$ cat config.mk
export PLATFORM = sky130hd
export DESIGN_NAME = ddrmi_mode_decode
export DESIGN_NICKNAME = d
export VERILOG_FILES = /design/src/core/ddrmi_pkg.sv /design/src/core/ddrmi_mode_decode.sv /design/src/core/ddrmi_pin_sync.sv
export SDC_FILE = /design/constraint.sdc
export NUM_CORES = 1
export LEC_CHECK = 0
export ABC_CLOCK_PERIOD_IN_PS = 5200
export BUFFER_PORTS_ARGS = -buffer_cell sky130_fd_sc_hd__buf_2
export CORE_ASPECT_RATIO = 1.4
export CORE_UTILIZATION = 50
export DETAILED_ROUTE_END_ITERATION = 8
export PLACE_DENSITY = 0.71
export REMOVE_ABC_BUFFERS = 1
export SLEW_MARGIN = 15
export SYNTH_ARGS = -nofsm -noshare
export SYNTH_HDL_FRONTEND = slang
export SYNTH_SLANG_ARGS = --single-unit
$ cat constraint.sdc
create_clock -name i_sys_clk -period 5.2 [get_ports i_sys_clk]
set_input_delay 0.78 -clock i_sys_clk [delete_from_list [all_inputs] [get_ports i_sys_clk]]
set_output_delay 0.78 -clock i_sys_clk [all_outputs]
set_load 0.005 [all_outputs]
$ cat src/core/ddrmi_pkg.sv
// Purpose: Shared constants for the memory mode-program decoder.
// Assumes: Commands are sampled on rising edges of the memory clock pin.
// Notes: Register offsets are byte addresses on the plain register port.
package ddrmi_pkg;

    // Widths of the memory command pins and of the register port.
    localparam int ADDR_PINS = 13;
    localparam int BUS_AW = 8;
    localparam int BUS_DW = 32;

    // Register port offsets.
    localparam logic [7:0] OFS_MAIN_MODE = 8'h00;
    localparam logic [7:0] OFS_EXT_ONE = 8'h04;
    localparam logic [7:0] OFS_EXT_TWO = 8'h08;
    localparam logic [7:0] OFS_EXT_THREE = 8'h0C;
    localparam logic [7:0] OFS_STATUS = 8'h10;
    localparam logic [7:0] OFS_CONTROL = 8'h14;

    // Control register bits and reset value.
    localparam int CTL_DECODE_EN = 0;
    localparam int CTL_RESTART = 1;
    localparam logic CTL_DECODE_EN_RST = 1'b1;

    // Status register bit positions.
    localparam int STS_STAGE_LSB = 0;
    localparam int STS_READY = 4;
    localparam int STS_ORDER_ERR = 5;
    localparam int STS_DLL_LOCKED = 6;
    localparam int STS_BL_INVALID = 7;
    localparam int STS_CKE = 8;
    localparam int STS_TERM = 9;

    // Bank select codes that pick the addressed mode register.
    localparam logic [1:0] BANK_MAIN = 2'h0;
    localparam logic [1:0] BANK_EXT_ONE = 2'h1;
    localparam logic [1:0] BANK_EXT_TWO = 2'h2;
    localparam logic [1:0] BANK_EXT_THREE = 2'h3;

    // Command codes on {row strobe, column strobe, write enable}, chip select low.
    localparam logic [2:0] CMD_MODE_WRITE = 3'h0;
    localparam logic [2:0] CMD_REFRESH = 3'h1;
    localparam logic [2:0] CMD_PRECHARGE = 3'h2;
    localparam logic [2:0] CMD_NOP = 3'h7;

    // Main mode register fields.
    localparam int MR_BL_LSB = 0;
    localparam int MR_ORDER = 3;
    localparam int MR_RL_LSB = 4;
    localparam int MR_TEST = 7;
    localparam int MR_DLL_RESET = 8;
    localparam int MR_WR_LSB = 9;
    localparam logic [2:0] BL_FOUR = 3'h2;
    localparam logic [2:0] BL_EIGHT = 3'h3;

    // Extended register one fields.
    localparam int E1_DLL_DIS = 0;
    localparam int E1_DRV_RED = 1;
    localparam int E1_TERM_LO = 2;
    localparam int E1_AL_LSB = 3;
    localparam int E1_TERM_HI = 6;
    localparam int E1_CAL_LSB = 7;
    localparam int E1_STROBE_SE = 10;
    localparam int E1_RDQS_EN = 11;
    localparam logic [2:0] CAL_EXIT = 3'h0;
    localparam logic [2:0] CAL_DEFAULT = 3'h7;

    // Precharge-all flag on the address pins.
    localparam int PRE_ALL_BIT = 10;

    // Memory clock cycles between delay-line reset and lock.
    localparam int DLL_LOCK_CYCLES = 200;
    localparam int DLL_CNT_W = 8;

    // Refresh commands needed during bring-up.
    localparam logic [1:0] INIT_REFRESHES = 2'h2;

    // Bring-up stages seen on the command pins.
    typedef enum logic [3:0] {
        STG_POWER,
        STG_PRE_ONE,
        STG_EXT_TWO,
        STG_EXT_THREE,
        STG_EXT_ONE,
        STG_DLL_RESET,
        STG_PRE_TWO,
        STG_REFRESH,
        STG_MAIN,
        STG_CAL_DEFAULT,
        STG_CAL_EXIT,
        STG_READY
    } ddrmi_stage_t;

endpackage

$ cat src/core/ddrmi_mode_decode.sv
// Purpose: Decodes mode and extended mode writes and tracks bring-up on the command pins.
// Assumes: The memory clock pin is slow enough for the system clock to find its edges.
// Notes: Register contents are readable over the plain register port.
//
// Strobed register access and the address map were chosen for this implementation.
`timescale 1ns/1ps
module ddrmi_mode_decode
    import ddrmi_pkg::*;
(
    input wire logic i_sys_clk,
    input wire logic i_reset_n,
    input wire logic i_clk_en,
    input wire logic i_mem_clk,
    input wire logic i_clock_enable,
    input wire logic i_chip_select_n,
    input wire logic i_row_strobe_n,
    input wire logic i_col_strobe_n,
    input wire logic i_write_enable_n,
    input wire logic i_bank_select_bit0,
    input wire logic i_bank_select_bit1,
    input wire logic [ADDR_PINS-1:0] i_addr,
    input wire logic i_termination_control,
    input wire logic [BUS_AW-1:0] i_reg_addr,
    input wire logic [BUS_DW-1:0] i_reg_wdata,
    input wire logic i_reg_write,
    input wire logic i_reg_read,
    output logic [BUS_DW-1:0] o_reg_rdata,
    output logic o_burst_len_eight,
    output logic o_burst_len_invalid,
    output logic o_burst_interleave,
    output logic [2:0] o_read_latency,
    output logic o_test_mode,
    output logic [2:0] o_write_recovery,
    output logic o_dll_reset,
    output logic o_dll_enable,
    output logic o_dll_locked,
    output logic o_drive_reduced,
    output logic [2:0] o_additive_latency,
    output logic [1:0] o_termination_setting,
    output logic o_termination_active,
    output logic o_strobe_single_ended,
    output logic o_rdqs_enable,
    output logic [2:0] o_calib_mode,
    output logic o_init_ready,
    output logic o_order_error
);

    localparam int SYNC_W = ADDR_PINS + 9;

    typedef struct packed {
        logic clk_prev;
        logic cke;
        logic term_act;
        logic [ADDR_PINS-1:0] mr;
        logic [ADDR_PINS-1:0] emr1;
        logic [ADDR_PINS-1:0] emr2;
        logic [ADDR_PINS-1:0] emr3;
        logic [DLL_CNT_W-1:0] dll_cnt;
        logic dll_locked;
        logic dll_reset;
        logic bl8;
        logic bl_invalid;
        logic interleave;
        logic [2:0] rl;
        logic test;
        logic [2:0] wr_rec;
        logic dll_en;
        logic drv_red;
        logic [2:0] al;
        logic [1:0] term_set;
        logic strobe_se;
        logic rdqs_en;
        logic [2:0] calib;
        ddrmi_stage_t stage;
        logic ready;
        logic [1:0] refreshes;
        logic order_err;
        logic dec_en;
        logic [BUS_DW-1:0] rdata;
    } ddrmi_state_t;

    ddrmi_state_t st_r;
    ddrmi_state_t st_nxt;
    logic [SYNC_W-1:0] pins_raw;
    logic [SYNC_W-1:0] pins;
    logic link_rise;
    logic [2:0] cmd;
    logic [1:0] bank;
    logic [ADDR_PINS-1:0] a;
    logic cmd_valid;
    logic mode_wr;
    logic pre_all;
    logic refresh;
    logic idle;
    logic [BUS_DW-1:0] status;

    assign pins_raw = {i_mem_clk, i_clock_enable, i_chip_select_n, i_row_strobe_n,
        i_col_strobe_n, i_write_enable_n, i_bank_select_bit1, i_bank_select_bit0,
        i_termination_control, i_addr};

    ddrmi_pin_sync #(
        .WIDTH(SYNC_W)
    ) u_sync (
        .i_sys_clk(i_sys_clk),
        .i_reset_n(i_reset_n),
        .i_clk_en(i_clk_en),
        .i_pins(pins_raw),
        .o_pins(pins)
    );

    // Command decode on each rising memory clock edge seen after sync.
    assign link_rise = pins[SYNC_W-1] && !st_r.clk_prev;
    assign cmd = pins[SYNC_W-4:SYNC_W-6];
    assign bank = pins[SYNC_W-7:SYNC_W-8];
    assign a = pins[ADDR_PINS-1:0];
    assign cmd_valid = link_rise && st_r.dec_en && pins[SYNC_W-2] && !pins[SYNC_W-3];
    assign mode_wr = cmd_valid && (cmd == CMD_MODE_WRITE);
    assign pre_all = cmd_valid && (cmd == CMD_PRECHARGE) && a[PRE_ALL_BIT];
    assign refresh = cmd_valid && (cmd == CMD_REFRESH);
    assign idle = !cmd_valid || (cmd == CMD_NOP);

    // Status word showing bring-up progress and the pin levels taken at the last rising memory clock edge.
    always_comb
    begin
        status = '0;
        status[STS_STAGE_LSB +: 4] = st_r.stage;
        status[STS_READY] = (st_r.stage == STG_READY);
        status[STS_ORDER_ERR] = st_r.order_err;
        status[STS_DLL_LOCKED] = st_r.dll_locked;
        status[STS_BL_INVALID] = st_r.bl_invalid;
        status[STS_CKE] = st_r.cke;
        status[STS_TERM] = st_r.term_act;
    end

    // Next-state logic for pins, mode registers, tracker and register port.
    always_comb
    begin
        st_nxt = st_r;
        st_nxt.dll_reset = 1'b0;
        st_nxt.clk_prev = pins[SYNC_W-1];
        if (link_rise)
        begin
            st_nxt.cke = pins[SYNC_W-2];
            st_nxt.term_act = pins[ADDR_PINS];
        end
        // Only the addressed register is loaded; array state is never touched.
        if (mode_wr)
        begin
            case (bank)
                BANK_MAIN:
                begin
                    st_nxt.mr = a;
                    st_nxt.bl8 = (a[MR_BL_LSB +: 3] == BL_EIGHT);
                    st_nxt.bl_invalid = (a[MR_BL_LSB +: 3] != BL_EIGHT)
                        && (a[MR_BL_LSB +: 3] != BL_FOUR);
                    st_nxt.interleave = a[MR_ORDER];
                    st_nxt.rl = a[MR_RL_LSB +: 3];
                    st_nxt.test = a[MR_TEST];
                    st_nxt.wr_rec = a[MR_WR_LSB +: 3];
                    st_nxt.dll_reset = a[MR_DLL_RESET];
                    if (a[MR_DLL_RESET])
                    begin
                        st_nxt.dll_cnt = '0;
                        st_nxt.dll_locked = 1'b0;
                    end
                end
                BANK_EXT_ONE:
                begin
                    st_nxt.emr1 = a;
                    st_nxt.dll_en = !a[E1_DLL_DIS];
                    st_nxt.drv_red = a[E1_DRV_RED];
                    st_nxt.al = a[E1_AL_LSB +: 3];
                    st_nxt.term_set = {a[E1_TERM_HI], a[E1_TERM_LO]};
                    st_nxt.strobe_se = a[E1_STROBE_SE];
                    st_nxt.rdqs_en = a[E1_RDQS_EN];
                    st_nxt.calib = a[E1_CAL_LSB +: 3];
                    if (a[E1_DLL_DIS])
                    begin
                        st_nxt.dll_locked = 1'b0;
                    end
                end
                BANK_EXT_TWO:
                begin
                    st_nxt.emr2 = a;
                end
                default:
                begin
                    st_nxt.emr3 = a;
                end
            endcase
        end
        // Delay line locks after the fixed count of memory clocks; every rise with the delay line enabled counts,
        // except one whose write resets or disables it; only a reset write clears the count and so restarts it.
        if (link_rise && st_r.dll_en && !st_r.dll_locked
            && !(mode_wr && bank == BANK_MAIN && a[MR_DLL_RESET])
            && !(mode_wr && bank == BANK_EXT_ONE && a[E1_DLL_DIS]))
        begin
            if (st_r.dll_cnt == DLL_CNT_W'(DLL_LOCK_CYCLES - 1))
            begin
                st_nxt.dll_locked = 1'b1;
            end
            else
            begin
                st_nxt.dll_cnt = st_r.dll_cnt + 1'b1;
            end
        end
        // Bring-up tracker: an out-of-order command flags an error, except a locked extended-one write in a calibration stage.
        if (link_rise && st_r.stage != STG_READY && !st_r.order_err)
        begin
            case (st_r.stage)
                STG_POWER:
                begin
                    if (pins[SYNC_W-2])
                    begin
                        st_nxt.stage = STG_PRE_ONE;
                    end
                end
                STG_PRE_ONE:
                begin
                    st_nxt.stage = pre_all ? STG_EXT_TWO : st_r.stage;
                    st_nxt.order_err = !idle && !pre_all;
                end
                STG_EXT_TWO:
                begin
                    st_nxt.stage = idle ? st_r.stage : STG_EXT_THREE;
                    st_nxt.order_err = !idle && !(mode_wr && bank == BANK_EXT_TWO);
                end
                STG_EXT_THREE:
                begin
                    st_nxt.stage = idle ? st_r.stage : STG_EXT_ONE;
                    st_nxt.order_err = !idle && !(mode_wr && bank == BANK_EXT_THREE);
                end
                STG_EXT_ONE:
                begin
                    st_nxt.stage = idle ? st_r.stage : STG_DLL_RESET;
                    st_nxt.order_err = !idle && !(mode_wr && bank == BANK_EXT_ONE
                        && !a[E1_DLL_DIS] && a[E1_CAL_LSB +: 3] == CAL_EXIT);
                end
                STG_DLL_RESET:
                begin
                    st_nxt.stage = idle ? st_r.stage : STG_PRE_TWO;
                    st_nxt.order_err = !idle && !(mode_wr && bank == BANK_MAIN
                        && a[MR_DLL_RESET]);
                end
                STG_PRE_TWO:
                begin
                    st_nxt.stage = pre_all ? STG_REFRESH : st_r.stage;
                    st_nxt.refreshes = '0;
                    st_nxt.order_err = !idle && !pre_all;
                end
                STG_REFRESH:
                begin
                    if (refresh && st_r.refreshes != INIT_REFRESHES)
                    begin
                        st_nxt.refreshes = st_r.refreshes + 1'b1;
                    end
                    if (mode_wr && bank == BANK_MAIN && !a[MR_DLL_RESET]
                        && st_r.refreshes == INIT_REFRESHES)
                    begin
                        st_nxt.stage = STG_CAL_DEFAULT;
                    end
                    else
                    begin
                        st_nxt.order_err = !idle && !refresh;
                    end
                end
                STG_CAL_DEFAULT, STG_CAL_EXIT:
                begin
                    // Calibration writes before lock are too early.
                    if (mode_wr && bank == BANK_EXT_ONE && st_r.dll_locked)
                    begin
                        if (a[E1_CAL_LSB +: 3] == CAL_DEFAULT)
                        begin
                            st_nxt.stage = STG_CAL_EXIT;
                        end
                        else if (a[E1_CAL_LSB +: 3] == CAL_EXIT
                            && st_r.stage == STG_CAL_EXIT)
                        begin
                            st_nxt.stage = STG_READY;
                        end
                    end
                    else
                    begin
                        st_nxt.order_err = !idle;
                    end
                end
                default:
                begin
                    st_nxt.stage = STG_POWER;
                end
            endcase
        end
        // Register port: writes steer control, reads answer next cycle.
        st_nxt.rdata = '0;
        if (i_reg_write && i_reg_addr == OFS_CONTROL)
        begin
            st_nxt.dec_en = i_reg_wdata[CTL_DECODE_EN];
            if (i_reg_wdata[CTL_RESTART])
            begin
                st_nxt.stage = STG_POWER;
                st_nxt.order_err = 1'b0;
            end
        end
        if (i_reg_read)
        begin
            case (i_reg_addr)
                OFS_MAIN_MODE: st_nxt.rdata = BUS_DW'(st_r.mr);
                OFS_EXT_ONE: st_nxt.rdata = BUS_DW'(st_r.emr1);
                OFS_EXT_TWO: st_nxt.rdata = BUS_DW'(st_r.emr2);
                OFS_EXT_THREE: st_nxt.rdata = BUS_DW'(st_r.emr3);
                OFS_STATUS: st_nxt.rdata = status;
                OFS_CONTROL: st_nxt.rdata = BUS_DW'(st_r.dec_en);
                default: st_nxt.rdata = '0;
            endcase
        end
        // Ready flag is registered so the output comes straight from a flop.
        st_nxt.ready = (st_nxt.stage == STG_READY);
    end

    // State register; clock enable low freezes all of it.
    always_ff @(posedge i_sys_clk or negedge i_reset_n)
    begin
        if (!i_reset_n)
        begin
            st_r <= '0;
            st_r.dec_en <= CTL_DECODE_EN_RST;
            st_r.stage <= STG_POWER;
        end
        else if (i_clk_en)
        begin
            st_r <= st_nxt;
        end
    end

    // Outputs come straight from state flops.
    assign o_reg_rdata = st_r.rdata;
    assign o_burst_len_eight = st_r.bl8;
    assign o_burst_len_invalid = st_r.bl_invalid;
    assign o_burst_interleave = st_r.interleave;
    assign o_read_latency = st_r.rl;
    assign o_test_mode = st_r.test;
    assign o_write_recovery = st_r.wr_rec;
    assign o_dll_reset = st_r.dll_reset;
    assign o_dll_enable = st_r.dll_en;
    assign o_dll_locked = st_r.dll_locked;
    assign o_drive_reduced = st_r.drv_red;
    assign o_additive_latency = st_r.al;
    assign o_termination_setting = st_r.term_set;
    assign o_termination_active = st_r.term_act;
    assign o_strobe_single_ended = st_r.strobe_se;
    assign o_rdqs_enable = st_r.rdqs_en;
    assign o_calib_mode = st_r.calib;
    assign o_init_ready = st_r.ready;
    assign o_order_error = st_r.order_err;

    // Checks on the decode.
    property p_main_load;
        @(posedge i_sys_clk) disable iff (!i_reset_n)
        (i_clk_en && mode_wr && bank == BANK_MAIN) |=> (st_r.mr == $past(a));
    endproperty
    a_main_load: assert property (p_main_load)
        else $error("Main register did not take the address pins.");

    property p_reset_one_shot;
        @(posedge i_sys_clk) disable iff (!i_reset_n)
        (i_clk_en && o_dll_reset) |=> !o_dll_reset;
    endproperty
    a_reset_one_shot: assert property (p_reset_one_shot)
        else $error("Delay-line reset held longer than one cycle.");

    property p_burst_len;
        @(posedge i_sys_clk) disable iff (!i_reset_n)
        (i_clk_en && mode_wr && bank == BANK_MAIN && a[2:0] == BL_FOUR)
            |=> !o_burst_len_eight && !o_burst_len_invalid;
    endproperty
    a_burst_len: assert property (p_burst_len)
        else $error("Four-beat burst not decoded.");

    property p_latency;
        @(posedge i_sys_clk) disable iff (!i_reset_n)
        (i_clk_en && mode_wr && bank == BANK_MAIN)
            |=> o_read_latency == $past(a[6:4]) && o_write_recovery == $past(a[11:9]);
    endproperty
    a_latency: assert property (p_latency)
        else $error("Latency or recovery field misplaced.");

    property p_ext_keeps_main;
        @(posedge i_sys_clk) disable iff (!i_reset_n)
        (i_clk_en && mode_wr && bank != BANK_MAIN) |=> $stable(st_r.mr);
    endproperty
    a_ext_keeps_main: assert property (p_ext_keeps_main)
        else $error("Extended write disturbed the main register.");

    property p_main_keeps_ext;
        @(posedge i_sys_clk) disable iff (!i_reset_n)
        (i_clk_en && mode_wr && bank == BANK_MAIN) |=> $stable(st_r.emr1) && $stable(st_r.emr2);
    endproperty
    a_main_keeps_ext: assert property (p_main_keeps_ext)
        else $error("Main write disturbed other stored state.");

endmodule // ddrmi_mode_decode

$ cat src/core/ddrmi_pin_sync.sv
// Purpose: Three-stage synchroniser for a group of pins from outside the clock domain.
// Assumes: Each bit is an independent level input.
// Notes: A bit updates only when the second and third stages agree.
`timescale 1ns/1ps
module ddrmi_pin_sync #(
    parameter int WIDTH = 1
) (
    input wire logic i_sys_clk,
    input wire logic i_reset_n,
    input wire logic i_clk_en,
    input wire logic [WIDTH-1:0] i_pins,
    output logic [WIDTH-1:0] o_pins
);

    typedef struct packed {
        logic [WIDTH-1:0] s1;
        logic [WIDTH-1:0] s2;
        logic [WIDTH-1:0] s3;
        logic [WIDTH-1:0] q;
    } ddrmi_sync_t;

    ddrmi_sync_t st_r;
    ddrmi_sync_t st_nxt;
    logic [WIDTH-1:0] q_nxt;

    // Each output bit follows only once the later two stages agree.
    for (genvar b = 0; b < WIDTH; b++) begin : g_bit
        assign q_nxt[b] = (st_r.s2[b] == st_r.s3[b]) ? st_r.s3[b] : st_r.q[b];
    end

    // Shift the pins through the stages.
    always_comb
    begin
        st_nxt = st_r;
        st_nxt.s1 = i_pins;
        st_nxt.s2 = st_r.s1;
        st_nxt.s3 = st_r.s2;
        st_nxt.q = q_nxt;
    end

    // Register the state; a low clock enable freezes everything.
    always_ff @(posedge i_sys_clk or negedge i_reset_n)
    begin
        if (!i_reset_n)
        begin
            st_r <= '0;
        end
        else if (i_clk_en)
        begin
            st_r <= st_nxt;
        end
    end

    assign o_pins = st_r.q;

endmodule // ddrmi_pin_sync

==> reports/metrics.cfg <==
[sta]
worst_slack_ns = 2.26
finClkSkew_ns = 0.0137
whs_ns = 0.450
setup_viol = 0
tns_ns = 0
worst_pin_slew_ns = 0.913
max_slew_margin = 0.389
report.final.slew_viol_count = 0
rsz0062_at_grt = no
fmax_mhz = 340
period_needed_ns = 2.94
timing_hold_violations_final = 0
finalCritPeriodShare = 0.565

[setup_path]
critPathLaunchType = flop
critical_path_required_ns = 5.51
reg2reg_from = u_sync.o_pins[21]
cp-end-kind = flop
critPathMaxFanout = 14
critical_path_class = reg -> reg
cp.arrival_ns = 3.25
cp-startpoint = u_sync.o_pins[21]

[floorplan]
die_w_um = 111
core_um2 = 16200
die_h_um = 155
io_pins = 126
core.rowCount = 55
dieArea_um2 = 17200
start_util = 0.514

[place]
place.detailed.hpwl_um = 12100
preCtsSetupSlack_ns = 2.14
gp_congestion = 0.869
postPlaceCellArea_um2 = 8600
io_buffers = 76

[logic_synthesis]
ys_seq_area_frac = 0.534
synthFlopType = dfrtp_1
synth_top_area_frac = 0.531
synth_cell_types = 60
synth_cells = 729
syn_area_um2 = 8350
synth_area_leaders = dfrtp_1 53%, mux2_2 13%, o21ai_0 4.9%, buf_4 4.1%, mux4_2 3.5%
synth.most_common_cell = dfrtp_1
synth_top_cells_by_count = 177 x dfrtp_1, 98 x mux2_2, 81 x o21ai_0, 49 x nand2_1, 46 x buf_4
avgSynthCellArea_um2 = 11.4
ys_ff_latch = 178
yosysTopAreaCell = dfrtp_1
postSynth.asyncResetShare = 1.00
synth_edf_count = 0
yosys_warnings = 0

[detailed_routing]
via_count = 5655
ant_nets = 0
wire_per_inst_um = 18.1
drt_iter0_markers = 403
vias_per_cell = 5.81
dr.pass1.iters = 7
drc = 14
finalWirelength_um = 17700

[global_routing]
grt_pass1_vias = 5712
grt.met3_usage = 0.0436
gr-usage-all-layers = 0.218
globalRouteMet1Util = 0.259
grt.busiest_layer = met2
antenna_found_initial = 0
grt_first_pass_wirelength_um = 29300
grt_overflow = 0
grt_start_max_net_pins = 102
use_met2 = 0.389

[cells_and_area]
fin_nets = 831
multi_input_area_um2 = 3330
area_growth_pct = 10.4
design_area_um2 = 9220
diodes = 0
finish.utilization = 0.567
drive_above_1_share = 0.306
fillers = 1347
seq_area_um2 = 4460

[pwr]
p_leak_nw = 4.31
power_frac_clock = 0.368
p_comb_frac = 0.126
intPower_w = 0.00243
switching_power_w = 0.00108
ir_drop_uv = 274
p_sw_frac = 0.308
seqPwrFrac = 0.506
power_density_nw_per_um2 = 381

[clocking]
cts.repair.resized = 0
cts_tree = done
clock_latency_ns = 0.43
htreeDepth = 4
cts_made_buffers = 17
cts.sinks = 178
hold_buffers = 0
cts_buffer_depth = 2
postCtsSetupBuffers = 0
clk_pin_slew_ns = 0.07
root_buffer = clkbuf_16

[hold_path]
hold_class = in -> async

[outcome]
status = finished with violations
failed_checks = DRC

[flow_run]
max_cap_violations = 0

logic make-up after synthesis:
kind of cell    share of synthesized area
fa+ha+maj                         0.00300
mux                                 0.176
flops                               0.534
other cells                      0.000449
buf+inv                            0.0753
xor+xnor                          0.00315
simple gates                       0.0835
compound gates                      0.124
power by group through the flow:
stage               logic [W]  clock network (W)  registers [W]
global route         0.000502            0.00137        0.00181
CTS                  0.000446            0.00132        0.00177
global placement     0.000424                  0        0.00178
finish               0.000444            0.00129        0.00178
floorplan            0.000308                  0        0.00171
detailed placement   0.000444                  0        0.00180
sequential cells by signal, summed over array words and instances, names as in the netlist:
name / cells
o_dll_locked: 1
u_sync.st_nxt: 44
o_dll_reset: 1
o_burst_len_eight: 1
o_init_ready: 1
u_sync.st_r: 22
o_dll_enable: 1
o_termination_active: 1
o_order_error: 1
u_sync.o_pins: 22
o_burst_len_invalid: 1
o_reg_rdata: 13
st_r: 69
worst max-delay path, cell delays in order (launching register included):
cell and delay, ns:
dfrtp_1 0.48, or3b_1 0.54, nor3_1 0.40, nand4_1 0.78
mux2_1 0.61
metrics by stage:
| step | cells | total power (W) |
|---|---|---|
| finish | 974 | 0.00351 |
| global route | 974 | 0.00368 |
| detailed placement | 942 | 0.00224 |
| CTS | 974 | 0.00354 |
| global placement | 942 | 0.00221 |
| floorplan | 660 | 0.00202 |
routing by layer:
layer / share of wire / vias up
li1: - / 2609
met1: 0.41 / 2877
met2: 0.53 / 145
met3: 0.041 / 24
met4: 0.022 / 0
met5: 0 / -
cell type report:
type,instances,share of cell area
Sequential cell,178,0.484
Multi-Input combinational cell,449,0.361
Inverter,33,0.0134
Clock buffer,17,0.0462
Timing Repair Buffer,83,0.0479
Tap cell,199,0.0270
Clock inverter,15,0.0206
layout by cell type (no fill, tap or decap), types with 4 or more instances in the layout:
cell	n
a211oi_1	4
a21oi_1	34
a22oi_1	9
a31oi_1	7
a32o_1	4
and3_1	5
buf_2	74
buf_4	8
clkbuf_16	17
clkinv_8	4
conb_1	19
dfrtp_1	177
inv_1	33
inv_8	4
mux2_1	4
mux2_2	98
mux4_2	13
nand2_1	49
nand3_1	13
nand4_1	6
nor2_1	24
nor3_1	7
nor4_1	5
o21ai_0	81
o21ai_1	4
o2bb2ai_1	10
o31ai_1	4
final timing paths:
path,endpoint,slack [ns],cells after the start
worst max-delay path,st_r[81],2.26,4
worst min-delay path,u_sync.st_nxt[57],0.45,1
worst max register to register,st_r[81],2.26,4
worst min register to register,st_r[72],0.49,1
max in group asynchronous,u_sync.st_nxt[53],3.64,2
min in group i_sys_clk,st_r[72],0.49,1
No activity file was read; power rests on OpenSTA's default activity.
